<file path="src/design/setup_latch_pkg.sv">
// Purpose: shared constants for the startup setup latches and memory map control
// Assumes: register indices are word indices; byte address is four times the index
// Notes: register offsets, register reset values and the window cycle count live here; map bases stay in mem_map_decode
package setup_latch_pkg;

    // ------------------------------------------------------------
    // register indices and bus layout
    // ------------------------------------------------------------
    localparam int ADDR_W = 16;
    localparam logic [13:0] IDX_SETUP = 14'h103F;
    localparam logic [13:0] IDX_PLACEMENT = 14'h103D;
    localparam logic [13:0] IDX_CHOICES = 14'h1039;
    localparam logic [13:0] IDX_STATUS = 14'h1040;
    localparam logic [1:0] RESP_OKAY = 2'h0;
    localparam logic [1:0] RESP_SLVERR = 2'h2;

    // ------------------------------------------------------------
    // field positions
    // ------------------------------------------------------------
    localparam int SETUP_NVM_EN = 0;
    localparam int SETUP_ROM_EN = 1;
    localparam int SETUP_WDOG_DIS = 2;
    localparam int SETUP_SEC_DIS = 3;
    localparam int OPT_CR_LO = 0;
    localparam int OPT_CME = 3;
    localparam int OPT_DLY = 4;
    localparam int OPT_IRQ_EDGE_ONLY = 5;
    localparam int OPT_ALT_CLOCK_SELECT = 6;
    localparam int OPT_CONVERTER_POWER_UP = 7;

    // ------------------------------------------------------------
    // reset values, masks and counts
    // ------------------------------------------------------------
    localparam logic [7:0] PLACEMENT_RESET = 8'h01;
    localparam logic [7:0] CHOICES_RESET = 8'h00;
    localparam logic [7:0] CHOICES_PROTECTED = 8'h33;
    localparam logic [7:0] CHOICES_IMPL = 8'hFB;
    localparam logic [7:0] NV_DEFAULT = 8'h0F;
    localparam logic [3:0] PAGE_ALL_ONES = 4'hF;
    localparam int WINDOW_CYCLES = 64;
    localparam logic [6:0] WINDOW_COUNT = 7'(WINDOW_CYCLES);

endpackage

</file>
<file path="src/design/system_setup_latches.sv">
// Purpose: startup setup latches, memory placement and time protected options
// Assumes: AXI4-Lite register access on aclk; mode pins are asynchronous
// Notes: the stored setup byte keeps its value across aresetn; por_n sets it
//
// Implementation choice: register access over AXI4-Lite.
`timescale 1ns/10ps
module system_setup_latches
    import setup_latch_pkg::*;
#(
    parameter bit REMAP_VARIANT = 1'b0,
    parameter bit SECURITY_OPTION = 1'b1,
    parameter logic [7:0] NV_INIT = NV_DEFAULT
)
(
    // clock, reset, enable
    input wire logic aclk,
    input wire logic aresetn,
    input wire logic ce,
    input wire logic por_n,
    // mode pins, test control and processor address
    input wire logic boot_pin_b,
    input wire logic mode_pin_a,
    input wire logic test_disable_resets,
    input wire logic [15:0] cpu_addr,
    // axi4-lite write
    input wire logic [ADDR_W-1:0] awaddr,
    input wire logic awvalid,
    output logic awready,
    input wire logic [31:0] wdata,
    input wire logic [3:0] wstrb,
    input wire logic wvalid,
    output logic wready,
    output logic [1:0] bresp,
    output logic bvalid,
    input wire logic bready,
    // axi4-lite read
    input wire logic [ADDR_W-1:0] araddr,
    input wire logic arvalid,
    output logic arready,
    output logic [31:0] rdata,
    output logic [1:0] rresp,
    output logic rvalid,
    input wire logic rready,
    // configuration outputs
    output logic rom_in_map,
    output logic nvm_in_map,
    output logic security_disable,
    output logic watchdog_enable,
    output logic irq_edge_only,
    output logic osc_startup_delay,
    output logic [1:0] watchdog_rate,
    output logic converter_power_up,
    output logic pump_clock_alt,
    output logic adc_clock_alt,
    output logic special_mode_flag,
    // memory selects
    output logic ram_sel,
    output logic reg_sel,
    output logic rom_sel,
    output logic nvm_sel,
    output logic ext_sel
);

    // ------------------------------------------------------------
    // state
    // ------------------------------------------------------------
    logic boot_b_s1_reg, boot_b_s2_reg, mode_a_s1_reg, mode_a_s2_reg;
    logic [7:0] nv_reg, setup_latch_reg, placement_reg, choices_reg;
    logic special_reg, mode_a_reg, placement_done_reg, choices_done_reg, wdog_prev_reg;
    logic [6:0] cycle_cnt_reg;
    logic aw_hold_reg, w_hold_reg, bvalid_reg, rvalid_reg, rd_setup_reg;
    logic [13:0] widx_reg;
    logic [7:0] wbyte_reg;
    logic wlane_reg;
    logic [1:0] bresp_reg, rresp_reg;
    logic [31:0] rdata_reg;
    logic window_open, single_chip, do_write, wr_mapped, rd_mapped;
    logic [13:0] ridx;
    logic [7:0] setup_next, setup_read, choices_next;
    logic placement_allowed, protected_allowed;
    logic ram_sel_d, reg_sel_d, rom_sel_d, nvm_sel_d, ext_sel_d;

    function automatic logic idx_mapped(input logic [13:0] idx);
        idx_mapped = (idx == IDX_SETUP) || (idx == IDX_PLACEMENT)
            || (idx == IDX_CHOICES) || (idx == IDX_STATUS);
    endfunction

    // ------------------------------------------------------------
    // pin synchronisers
    // ------------------------------------------------------------
    always_ff @(posedge aclk)
    begin
        if (ce)
        begin
            boot_b_s1_reg <= boot_pin_b;
            boot_b_s2_reg <= boot_b_s1_reg;
            mode_a_s1_reg <= mode_pin_a;
            mode_a_s2_reg <= mode_a_s1_reg;
        end
    end

    // ------------------------------------------------------------
    // reload value of the working latches
    // ------------------------------------------------------------
    always_comb
    begin
        setup_next = nv_reg;
        if (!REMAP_VARIANT)
            setup_next[7:4] = 4'h0;
        if (!boot_b_s2_reg)
            setup_next[SETUP_WDOG_DIS] = wdog_prev_reg;
        if (mode_a_s2_reg || !SECURITY_OPTION)
            setup_next[SETUP_SEC_DIS] = 1'b1;
        if (REMAP_VARIANT && !mode_a_s2_reg)
        begin
            setup_next[7:4] = PAGE_ALL_ONES;
            setup_next[SETUP_NVM_EN] = 1'b1;
        end
    end

    // ------------------------------------------------------------
    // mode capture and working latches
    // ------------------------------------------------------------
    // reset acts regardless of ce so the latches always reload
    always_ff @(posedge aclk)
    begin
        if (!aresetn)
        begin
            special_reg <= ~boot_b_s2_reg;
            mode_a_reg <= mode_a_s2_reg;
            setup_latch_reg <= setup_next;
        end
    end

    // copy taken outside reset: the early reset cycles still see the old
    // mode pins and would otherwise overwrite the latch before it is kept
    always_ff @(posedge aclk)
    begin
        if (aresetn && ce)
            wdog_prev_reg <= setup_latch_reg[SETUP_WDOG_DIS];
    end

    // the stored byte survives aresetn; only power-on restores it
    always_ff @(posedge aclk)
    begin
        if (!por_n)
            nv_reg <= NV_INIT;
        else if (ce && do_write && widx_reg == IDX_SETUP && wlane_reg)
            nv_reg <= wbyte_reg;
    end

    // ------------------------------------------------------------
    // protection window
    // ------------------------------------------------------------
    always_ff @(posedge aclk)
    begin
        if (!aresetn)
            cycle_cnt_reg <= 7'h00;
        else if (ce && cycle_cnt_reg != WINDOW_COUNT)
            cycle_cnt_reg <= cycle_cnt_reg + 7'h01;
    end

    assign window_open = cycle_cnt_reg < WINDOW_COUNT;
    assign single_chip = !special_reg && !mode_a_reg;
    assign placement_allowed = special_reg || (window_open && !placement_done_reg);
    assign protected_allowed = special_reg || (window_open && !choices_done_reg);

    // ------------------------------------------------------------
    // placement and options registers
    // ------------------------------------------------------------
    always_ff @(posedge aclk)
    begin
        if (!aresetn)
        begin
            placement_reg <= PLACEMENT_RESET;
            placement_done_reg <= 1'b0;
        end
        else if (ce && do_write && widx_reg == IDX_PLACEMENT && wlane_reg
            && placement_allowed)
        begin
            placement_reg <= wbyte_reg;
            placement_done_reg <= !special_reg;
        end
    end

    always_comb
    begin
        choices_next = (choices_reg & CHOICES_PROTECTED) | (wbyte_reg & ~CHOICES_PROTECTED);
        if (protected_allowed)
            choices_next = wbyte_reg;
        choices_next = choices_next & CHOICES_IMPL;
    end

    always_ff @(posedge aclk)
    begin
        if (!aresetn)
        begin
            choices_reg <= CHOICES_RESET;
            choices_done_reg <= 1'b0;
        end
        else if (ce && do_write && widx_reg == IDX_CHOICES && wlane_reg)
        begin
            // late protected writes drop quietly; free bits still land
            choices_reg <= choices_next;
            if (protected_allowed && !special_reg)
                choices_done_reg <= 1'b1;
        end
    end

    // ------------------------------------------------------------
    // axi4-lite write channel
    // ------------------------------------------------------------
    assign awready = ce && !aw_hold_reg && !bvalid_reg;
    assign wready = ce && !w_hold_reg && !bvalid_reg;
    assign do_write = aw_hold_reg && w_hold_reg && !bvalid_reg;
    assign wr_mapped = idx_mapped(widx_reg);

    always_ff @(posedge aclk)
    begin
        if (!aresetn)
        begin
            aw_hold_reg <= 1'b0;
            w_hold_reg <= 1'b0;
            bvalid_reg <= 1'b0;
            bresp_reg <= RESP_OKAY;
            widx_reg <= 14'h0000;
            wbyte_reg <= 8'h00;
            wlane_reg <= 1'b0;
        end
        else if (ce)
        begin
            if (awvalid && awready)
            begin
                aw_hold_reg <= 1'b1;
                widx_reg <= awaddr[ADDR_W-1:2];
            end
            if (wvalid && wready)
            begin
                w_hold_reg <= 1'b1;
                wbyte_reg <= wdata[7:0];
                wlane_reg <= wstrb[0];
            end
            if (do_write)
            begin
                aw_hold_reg <= 1'b0;
                w_hold_reg <= 1'b0;
                bvalid_reg <= 1'b1;
                bresp_reg <= wr_mapped ? RESP_OKAY : RESP_SLVERR;
            end
            else if (bvalid_reg && bready)
                bvalid_reg <= 1'b0;
        end
    end

    assign bvalid = bvalid_reg;
    assign bresp = bresp_reg;

    // ------------------------------------------------------------
    // axi4-lite read channel
    // ------------------------------------------------------------
    assign arready = ce && !rvalid_reg;
    assign ridx = araddr[ADDR_W-1:2];
    assign rd_mapped = idx_mapped(ridx);
    assign setup_read = setup_latch_reg;

    always_ff @(posedge aclk)
    begin
        if (!aresetn)
        begin
            rvalid_reg <= 1'b0;
            rresp_reg <= RESP_OKAY;
            rdata_reg <= 32'h0000_0000;
            rd_setup_reg <= 1'b0;
        end
        else if (ce)
        begin
            if (arvalid && arready)
            begin
                rvalid_reg <= 1'b1;
                rresp_reg <= rd_mapped ? RESP_OKAY : RESP_SLVERR;
                rd_setup_reg <= ridx == IDX_SETUP;
                case (ridx)
                    IDX_SETUP: rdata_reg <= {24'h000000, setup_read};
                    IDX_PLACEMENT: rdata_reg <= {24'h000000, placement_reg};
                    IDX_CHOICES: rdata_reg <= {24'h000000, choices_reg};
                    IDX_STATUS: rdata_reg <= {16'h0000, nv_reg, 3'h0, choices_done_reg,
                        placement_done_reg, window_open, mode_a_reg, special_reg};
                    default: rdata_reg <= 32'h0000_0000;
                endcase
            end
            else if (rvalid_reg && rready)
                rvalid_reg <= 1'b0;
        end
    end

    assign rvalid = rvalid_reg;
    assign rdata = rdata_reg;
    assign rresp = rresp_reg;

    // ------------------------------------------------------------
    // memory map decode and registered outputs
    // ------------------------------------------------------------
    mem_map_decode #(
        .REMAP_VARIANT(REMAP_VARIANT)
    ) u_decode (
        .cpu_addr(cpu_addr),
        .setup_latch(setup_latch_reg),
        .rom_in_map(rom_in_map),
        .placement(placement_reg),
        .ram_sel(ram_sel_d),
        .reg_sel(reg_sel_d),
        .rom_sel(rom_sel_d),
        .nvm_sel(nvm_sel_d),
        .ext_sel(ext_sel_d)
    );

    always_ff @(posedge aclk)
    begin
        if (!aresetn)
        begin
            rom_in_map <= 1'b0;
            nvm_in_map <= 1'b0;
            security_disable <= 1'b1;
            watchdog_enable <= 1'b0;
            irq_edge_only <= 1'b0;
            osc_startup_delay <= 1'b0;
            watchdog_rate <= 2'h0;
            converter_power_up <= 1'b0;
            pump_clock_alt <= 1'b0;
            adc_clock_alt <= 1'b0;
            special_mode_flag <= 1'b0;
            {ram_sel, reg_sel, rom_sel, nvm_sel, ext_sel} <= 5'h00;
        end
        else if (ce)
        begin
            rom_in_map <= setup_latch_reg[SETUP_ROM_EN] || single_chip;
            nvm_in_map <= setup_latch_reg[SETUP_NVM_EN];
            security_disable <= setup_latch_reg[SETUP_SEC_DIS];
            // special modes hand watchdog control to the test input
            watchdog_enable <= special_reg ? !test_disable_resets
                : !setup_latch_reg[SETUP_WDOG_DIS];
            irq_edge_only <= choices_reg[OPT_IRQ_EDGE_ONLY];
            osc_startup_delay <= choices_reg[OPT_DLY];
            watchdog_rate <= choices_reg[OPT_CR_LO+1:OPT_CR_LO];
            converter_power_up <= choices_reg[OPT_CONVERTER_POWER_UP];
            pump_clock_alt <= choices_reg[OPT_ALT_CLOCK_SELECT];
            adc_clock_alt <= choices_reg[OPT_ALT_CLOCK_SELECT];
            special_mode_flag <= special_reg;
            {ram_sel, reg_sel, rom_sel, nvm_sel, ext_sel} <=
                {ram_sel_d, reg_sel_d, rom_sel_d, nvm_sel_d, ext_sel_d};
        end
    end

    // ------------------------------------------------------------
    // checks
    // ------------------------------------------------------------
    chk_latch_hold: assert property (@(posedge aclk) disable iff (!aresetn)
        $past(aresetn) |-> $stable(setup_latch_reg))
        else $error("setup latches changed outside reset");
    chk_setup_read: assert property (@(posedge aclk) disable iff (!aresetn)
        rvalid_reg && rd_setup_reg && $stable(setup_latch_reg) |-> rdata_reg[7:0] == setup_latch_reg)
        else $error("setup read did not return latches");
    chk_rom_forced: assert property (@(posedge aclk) disable iff (!aresetn)
        ce && single_chip |=> rom_in_map)
        else $error("rom left map in single-chip mode");
    chk_sec_no_option: assert property (@(posedge aclk) disable iff (!aresetn)
        !SECURITY_OPTION |-> setup_latch_reg[SETUP_SEC_DIS])
        else $error("security disable not 1 without option");
    chk_placement_lock: assert property (@(posedge aclk) disable iff (!aresetn)
        !special_reg && (!window_open || placement_done_reg) |=> $stable(placement_reg))
        else $error("placement changed after lock");
    chk_choices_lock: assert property (@(posedge aclk) disable iff (!aresetn)
        !special_reg && !window_open |=> $stable(choices_reg & CHOICES_PROTECTED))
        else $error("protected options changed after window");
    chk_placement_reset: assert property (@(posedge aclk)
        $rose(aresetn) |-> placement_reg == PLACEMENT_RESET && cycle_cnt_reg == 7'h00)
        else $error("placement reset value wrong");
    chk_special_latch: assert property (@(posedge aclk)
        $rose(aresetn) |-> special_reg == !$past(boot_b_s2_reg))
        else $error("special flag not inverse of boot pin");
    chk_clock_pair: assert property (@(posedge aclk) disable iff (!aresetn)
        ce ##1 $past(aresetn) |-> pump_clock_alt == $past(choices_reg[OPT_ALT_CLOCK_SELECT])
            && adc_clock_alt == pump_clock_alt)
        else $error("alternate clock selects disagree");
    chk_upper_zero: assert property (@(posedge aclk) disable iff (!aresetn)
        !REMAP_VARIANT |-> setup_latch_reg[7:4] == 4'h0)
        else $error("unimplemented setup bits not zero");

endmodule

</file>
<file path="src/design/mem_map_decode.sv">
// Purpose: decodes a processor address into on-chip memory and register selects
// Assumes: priority register block, then RAM, then NVM, then ROM
// Notes: purely combinational; the caller registers the selects
`timescale 1ns/10ps
module mem_map_decode
    import setup_latch_pkg::*;
#(
    parameter logic [15:0] ROM_BASE = 16'hC000,
    parameter logic [15:0] NVM_BASE = 16'hB000,
    parameter int NVM_SIZE = 2048,
    parameter int RAM_SIZE = 256,
    parameter bit REMAP_VARIANT = 1'b0
)
(
    // address and map state
    input wire logic [15:0] cpu_addr,
    input wire logic [7:0] setup_latch,
    input wire logic rom_in_map,
    input wire logic [7:0] placement,
    // selects
    output logic ram_sel,
    output logic reg_sel,
    output logic rom_sel,
    output logic nvm_sel,
    output logic ext_sel
);

    // ------------------------------------------------------------
    // window test
    // ------------------------------------------------------------
    function automatic logic in_window(input logic [15:0] a, input logic [15:0] base,
                                       input logic [16:0] size);
        logic [16:0] off;
        off = {1'b0, a} - {1'b0, base};
        in_window = (a >= base) && (off < size);
    endfunction

    logic [15:0] nvm_base;
    logic ram_hit, reg_hit, nvm_hit, rom_hit;

    always_comb
    begin
        // the remappable part puts nvm at page offset 0x800
        nvm_base = REMAP_VARIANT ? {setup_latch[7:4], 12'h800} : NVM_BASE;
        reg_hit = in_window(cpu_addr, {placement[3:0], 12'h000}, 17'd64);
        ram_hit = in_window(cpu_addr, {placement[7:4], 12'h000}, 17'(RAM_SIZE));
        nvm_hit = setup_latch[SETUP_NVM_EN]
            && in_window(cpu_addr, nvm_base, 17'(NVM_SIZE));
        rom_hit = rom_in_map && (cpu_addr >= ROM_BASE);
        reg_sel = reg_hit;
        ram_sel = ram_hit && !reg_hit;
        nvm_sel = nvm_hit && !reg_hit && !ram_hit;
        rom_sel = rom_hit && !reg_hit && !ram_hit && !nvm_hit;
        ext_sel = !(reg_hit || ram_hit || nvm_hit || rom_hit);
    end

endmodule

</file>
<file path="config.mk">
export PLATFORM = sky130hd
export DESIGN_NAME = system_setup_latches
export DESIGN_NICKNAME = d
export VERILOG_FILES = /design/src/design/setup_latch_pkg.sv /design/src/design/system_setup_latches.sv /design/src/design/mem_map_decode.sv
export SDC_FILE = /design/constraint.sdc
export NUM_CORES = 1
export LEC_CHECK = 0
export ABC_CLOCK_PERIOD_IN_PS = 2200
export CORE_AREA = 2 2 94 96
export CTS_CLUSTER_DIAMETER = 120
export DETAILED_ROUTE_END_ITERATION = 6
export DIE_AREA = 0 0 96 98
export DONT_BUFFER_PORTS = 1
export PLACE_DENSITY_LB_ADDON = 0.12
export SLEW_MARGIN = 20
export SYNTH_ARGS = -nofsm -noshare
export SYNTH_HDL_FRONTEND = slang
export SYNTH_SLANG_ARGS = --single-unit
</file>
<file path="constraint.sdc">
create_clock -name aclk -period 2.2 [get_ports aclk]
set_input_delay 0.44 -clock aclk [delete_from_list [all_inputs] [get_ports aclk]]
set_output_delay 0.44 -clock aclk [all_outputs]
set_load 0.01 [all_outputs]
</file>
* Word level (Yosys, flattened, before mapping)
Index checks and enable logic that the tools add are counted.
** Storage, ports and cells
- Logic and storage cells :: 153
- Bits of input ports :: 96
- Output and inout bits :: 58
- Register bits after elaboration :: 122
** Cells by class
- Reductions and logical operators :: 76
- Bitwise logic cells :: 2
- $add $sub $neg :: 4
- Mux-type cells :: 14
- Equal/unequal tests :: 9
- $lt $le $gt $ge :: 8
** Operators by type and width (count)
- $eq 14x13->1 const B :: 8
- $pmux 16 s4 :: 1
- $logic_and 1x1->1 :: 37
- $sub 16x16->17 :: 2
- $ge 16x16->1 :: 2
- $ge 16x16->1 const B :: 2
- $reduce_and 2->1 :: 9
- $lt 17x12->1 const B :: 1
- $lt 17x7->1 const B :: 1
- $lt 17x9->1 const B :: 1
- $sub 16x16->17 const B :: 1
- $logic_not 1->1 :: 14
- $logic_or 1x1->1 :: 12
- $mux 1 :: 10
- $mux 8 :: 1
- $or 6x8->8 :: 1
- $reduce_bool 2->1 :: 4
- $add 7x1->7 const B :: 1
- $lt 7x7->1 const B :: 1
- $ne 7x7->1 const B :: 1
- $mux 2 :: 2
- $not 1->1 :: 1

* Logic depth before layout (Yosys ltp)
- Word-level depth :: 7
- Mapped depth :: 7
- Gate-level depth less buffers :: 7

* Modules after synthesis
From an unflattened synthesis, not the netlist that was laid out.
** Unflattened totals
- Cell total of the unflattened synthesis :: 549
- Area, all modules :: 4959.8 um^2
** By module, submodules not included
- system_setup_latches :: sequential area each 2192.1 um^2, times used 1, cells each 498, area an instance 4564.4 um^2
- mem_map_decode :: sequential area each 0.0 um^2, times used 1, cells each 51, area an instance 395.4 um^2

* Least setup slack after synthesis
Ideal clock, no wire load.
- Path type :: in2reg
- Start :: input cpu_addr[12]
- End :: register ext_sel
- Data arrival time :: 1777 ps
- Setup slack :: 295 ps
- Stages on the path :: 7
- Setup time :: 128 ps
- Buffers on the path :: 0
- Required time :: 2072 ps
- Cells stage by stage :: inv_1 ha_1 fa_1 nor4bb_1 nand3_1 a21oi_1 o31ai_1
** On the way
- Cells in the longest elaborated chain, start to end :: 7
** Ends and longest elaborated chain
- start: declaration :: RTL line system_setup_latches.sv:24 : input wire logic [15:0] cpu_addr,
- $sub 16x16->17 :: RTL line mem_map_decode.sv:34 : off = {1'b0, a} - {1'b0, base};
- $lt 17x7->1, or another cell as far along :: RTL line mem_map_decode.sv:35 : in_window = (a >= base) && (off < size);
- $logic_and 1x1->1 :: RTL line mem_map_decode.sv:35
- $logic_or 1x1->1 / $logic_and 1x1->1 (equally long branches) :: RTL line mem_map_decode.sv:54, mem_map_decode.sv:48
- $logic_or 1x1->1 :: RTL line mem_map_decode.sv:54 : ext_sel = !(reg_hit || ram_hit || nvm_hit || rom_hit);
- $logic_or 1x1->1 (*) :: RTL line mem_map_decode.sv:54
- $logic_not 1->1 (*) :: RTL line mem_map_decode.sv:54
- end signal: assignment :: RTL line system_setup_latches.sv:349 : {ram_sel, reg_sel, rom_sel, nvm_sel, ext_sel} <=
- end: declaration :: RTL line system_setup_latches.sv:61 : output logic ext_sel
Every way passes the cells marked *; elsewhere a longest branch is shown, timed or not.
A chain may end at the register's enable or synchronous reset.

* Final worst setup path
- Start :: register placement_reg[0]
- End :: register ext_sel
** On the way
- Cells in the longest elaborated chain, start to end :: 7
** Ends and longest elaborated chain
- start: declaration :: RTL line system_setup_latches.sv:68 : logic [7:0] nv_reg, setup_latch_reg, placement_reg, choices_reg;
- start signal: assignment :: RTL line system_setup_latches.sv:181 : placement_reg <= wbyte_reg;
- $sub 16x16->17 :: RTL line mem_map_decode.sv:34
- $lt 17x7->1 :: RTL line mem_map_decode.sv:35
- $logic_and 1x1->1 (*) :: RTL line mem_map_decode.sv:35
- $logic_or 1x1->1 (*) (3 in series) :: RTL line mem_map_decode.sv:54
- $logic_not 1->1 (*) :: RTL line mem_map_decode.sv:54
Marked as above.

==> results.cfg <==
[routing]
routed_via_density = 6.08
num_vias = 3926
drt-pass1-iter-count = 5
wl_per_cell_um = 17.0
postRouteAntennaNets = 0
routed_wl_um = 11000
route.detailed.drc = 0
drt_iter0_drc = 403

[logic_synthesis]
synth_edf_count = 11
ys.flop_type = dfxtp_1
ys_seq_elements = 104
avgSynthCellArea_um2 = 8.88
async_flop_share_pct = 0
synth.distinct_cells = 60
synth-seq-area-share_pct = 45.0
syn_area_um2 = 4880
yosys_warnings = 0
netlist_instances = 549

[layout]
largest_reg_flops = 16
final_area_um2 = 5090
area_delta_synth_final_pct = 4.41
nets = 642
layout-drive-gt1-share_pct = 8.55
diodes = 0
fillers = 748
final_util_pct = 60.1

[timing]
hold_viol = 0
finalSetupTns_ps = 0
relSlewSlack_pct = 40.9
fmax_ghz = 0.499
fin_ws_ps = 197
worst_slew_pin_slew_ps = 877
fin_crit_sh_pct = 91.0
setup_viol = 0
grt_setup_unrepaired = false
drv_slew = 0
finalCriticalPeriod_ps = 2000
skew_ps = 14.5

[grt]
grt_use_total_pct = 23.6
grt_pass1_wl_um = 17500
antenna_found_initial = 0
grt_pass1_vias = 3621
grt_start_max_net_pins = 52
overflow = 0

[floorplanning]
ios = 154
die_area_um2 = 9410
core_um2 = 8470
die-height_um = 98
dieWidth_um = 96
initial_utilization_pct = 57.6
num_rows = 34

[pwr]
power_switching_w = 0.000863
power_density_nw_per_um2 = 682
p_sw_share_pct = 24.9
power_frac_comb_pct = 6.7
clock_power_share_pct = 35.6
p_leak_nw = 1.76
seqPwrFrac_pct = 57.7
p_int_w = 0.00261
ir_drop_v = 0.000336

[clock_tree]
path_clk_slew_ps = 100
cts_hold_buf = 0
cts_buffers = 9
htree_levels = 3
root_buffer = clkbuf_8
numClockSinks = 104
cts-resized-gates = 0
cts_tree = done
post_cts_buffers = 0
clock_latency_ps = 360
ctsLongestPathBuffers = 2

[placement]
dp.final_hpwl_um = 7900
placed_cell_area_um2 = 4880
numPortBuffers = 0
dpl_worst_slack_ps = 45.2
place.gp.congestion = 0.831

[flow_run]
max_cap_violations = 0

[setup_path]
worstPathArrival_ps = 2260
worstSetupPathType = reg2reg
crit_required_ps = 2450
crit_path_end_kind = flip-flop
worstSetupStartpointType = flip-flop
crit_fanout = 4

[status]
status = finished clean

[worst_hold_path]
hold_class = in2reg
## synthesized netlist by cell type, drive strengths merged (3+ instances only)
library cell | number | area share, %
mux2 | 6 | 1.4
nand2 | 76 | 5.9
mux2i | 10 | 2.1
clkbuf | 27 | 2.1
a32oi | 8 | 1.4
nor2 | 24 | 1.8
nand3 | 19 | 2.0
nand3b | 5 | 0.77
a21oi | 65 | 6.7
a221oi | 3 | 0.92
a31oi | 4 | 0.51
nor4 | 8 | 1.3
edfxtp | 11 | 6.8
buf | 28 | 4.1
dfxtp | 93 | 38
nor2b | 10 | 1.3
o31ai | 20 | 3.2
o41ai | 5 | 0.90
o21a | 3 | 0.46
nand4 | 28 | 3.6
nor3 | 4 | 0.41
nor3b | 3 | 0.46
and2 | 5 | 0.64
o21ai | 15 | 1.5
xor2 | 5 | 0.90
inv | 20 | 1.5
ha | 11 | 2.8
## power by group through the flow
stage | Clock, W | Sequential, W | Combinational, W
global route | 0.00133 | 0.00201 | 0.000268
global placement | 0 | 0.00205 | 0.000226
detailed placement | 0 | 0.00205 | 0.000232
floorplan | 0 | 0.00203 | 0.000226
finish | 0.00123 | 0.00200 | 0.000232
CTS | 0.00126 | 0.00200 | 0.000233
## metal layers
| metal | global-route usage (%) | wire (um) | vias up |
|---|---|---|---|
| li1 | - | - | 1915 |
| met1 | 32.0 | 4730 | 1826 |
| met2 | 38.4 | 5280 | 159 |
| met3 | 3.47 | 715 | 26 |
| met4 | 7.80 | 221 | 0 |
| met5 | 0 | 0 | - |
## placed cells by master, fill, tap and decap left out, types with 11 or more instances in the layout
cell	count
edfxtp_1	11
nand4_1	28
inv_1	19
nand2_1	76
nor2_1	24
conb_1	18
a21oi_1	65
dfxtp_1	93
o31ai_1	19
ha_1	11
nand3_1	19
## logic make-up after synthesis
kind of cell	share of synthesized area, %
buffers and inverters	7.67
AO/OA/AOI/OAI	17.6
adder cells (fa/ha/maj)	3.64
other	0.0769
flip-flops	45.0
AND/OR/NAND/NOR	21.5
XOR/XNOR	1.08
multiplexers	3.44
## worst paths after layout
| kind | from | slack, ps | cells past startpoint | end |
|---|---|---|---|---|
| min | aresetn | 140 | 1 | security_disable$_SDFFE_PN1P_ |
| max reg2reg | placement_reg[0]$_SDFFE_PN1P_ | 200 | 6 | ext_sel$_SDFFE_PN0P_ |
| max | placement_reg[0]$_SDFFE_PN1P_ | 200 | 6 | ext_sel$_SDFFE_PN0P_ |
| min reg2reg | boot_b_s1_reg$_DFFE_PP_ | 430 | 0 | boot_b_s2_reg$_DFFE_PP_ |
## metrics by stage
stage               std cells  hold WS [ps]  total power [W]
finish                    646           143          0.00347
global route              646           120          0.00361
CTS                       646           132          0.00350
detailed placement        630           419          0.00228
global placement          630           405          0.00227
floorplan                 566           400          0.00226
## cell type report
cell class                      count  area [um^2]  area share (%)
Clock buffer                       11          174            3.42
Tap cell                          108          135            2.65
Clock inverter                      5         41.3           0.811
Inverter                           20         75.1            1.47
Sequential cell                   104         2190            43.1
Multi-Input combinational cell    387         2380            46.7
Timing Repair Buffer               11         95.1            1.87
## critical path: stages, from the launching register on
cell,delay [ps]
dfxtp_1,350
ha_1,220
fa_1,480
nor4bb_1,250
nand3_1,160
a21oi_1,310
o31ai_1,130
No activity file was read; power rests on OpenSTA's default activity.
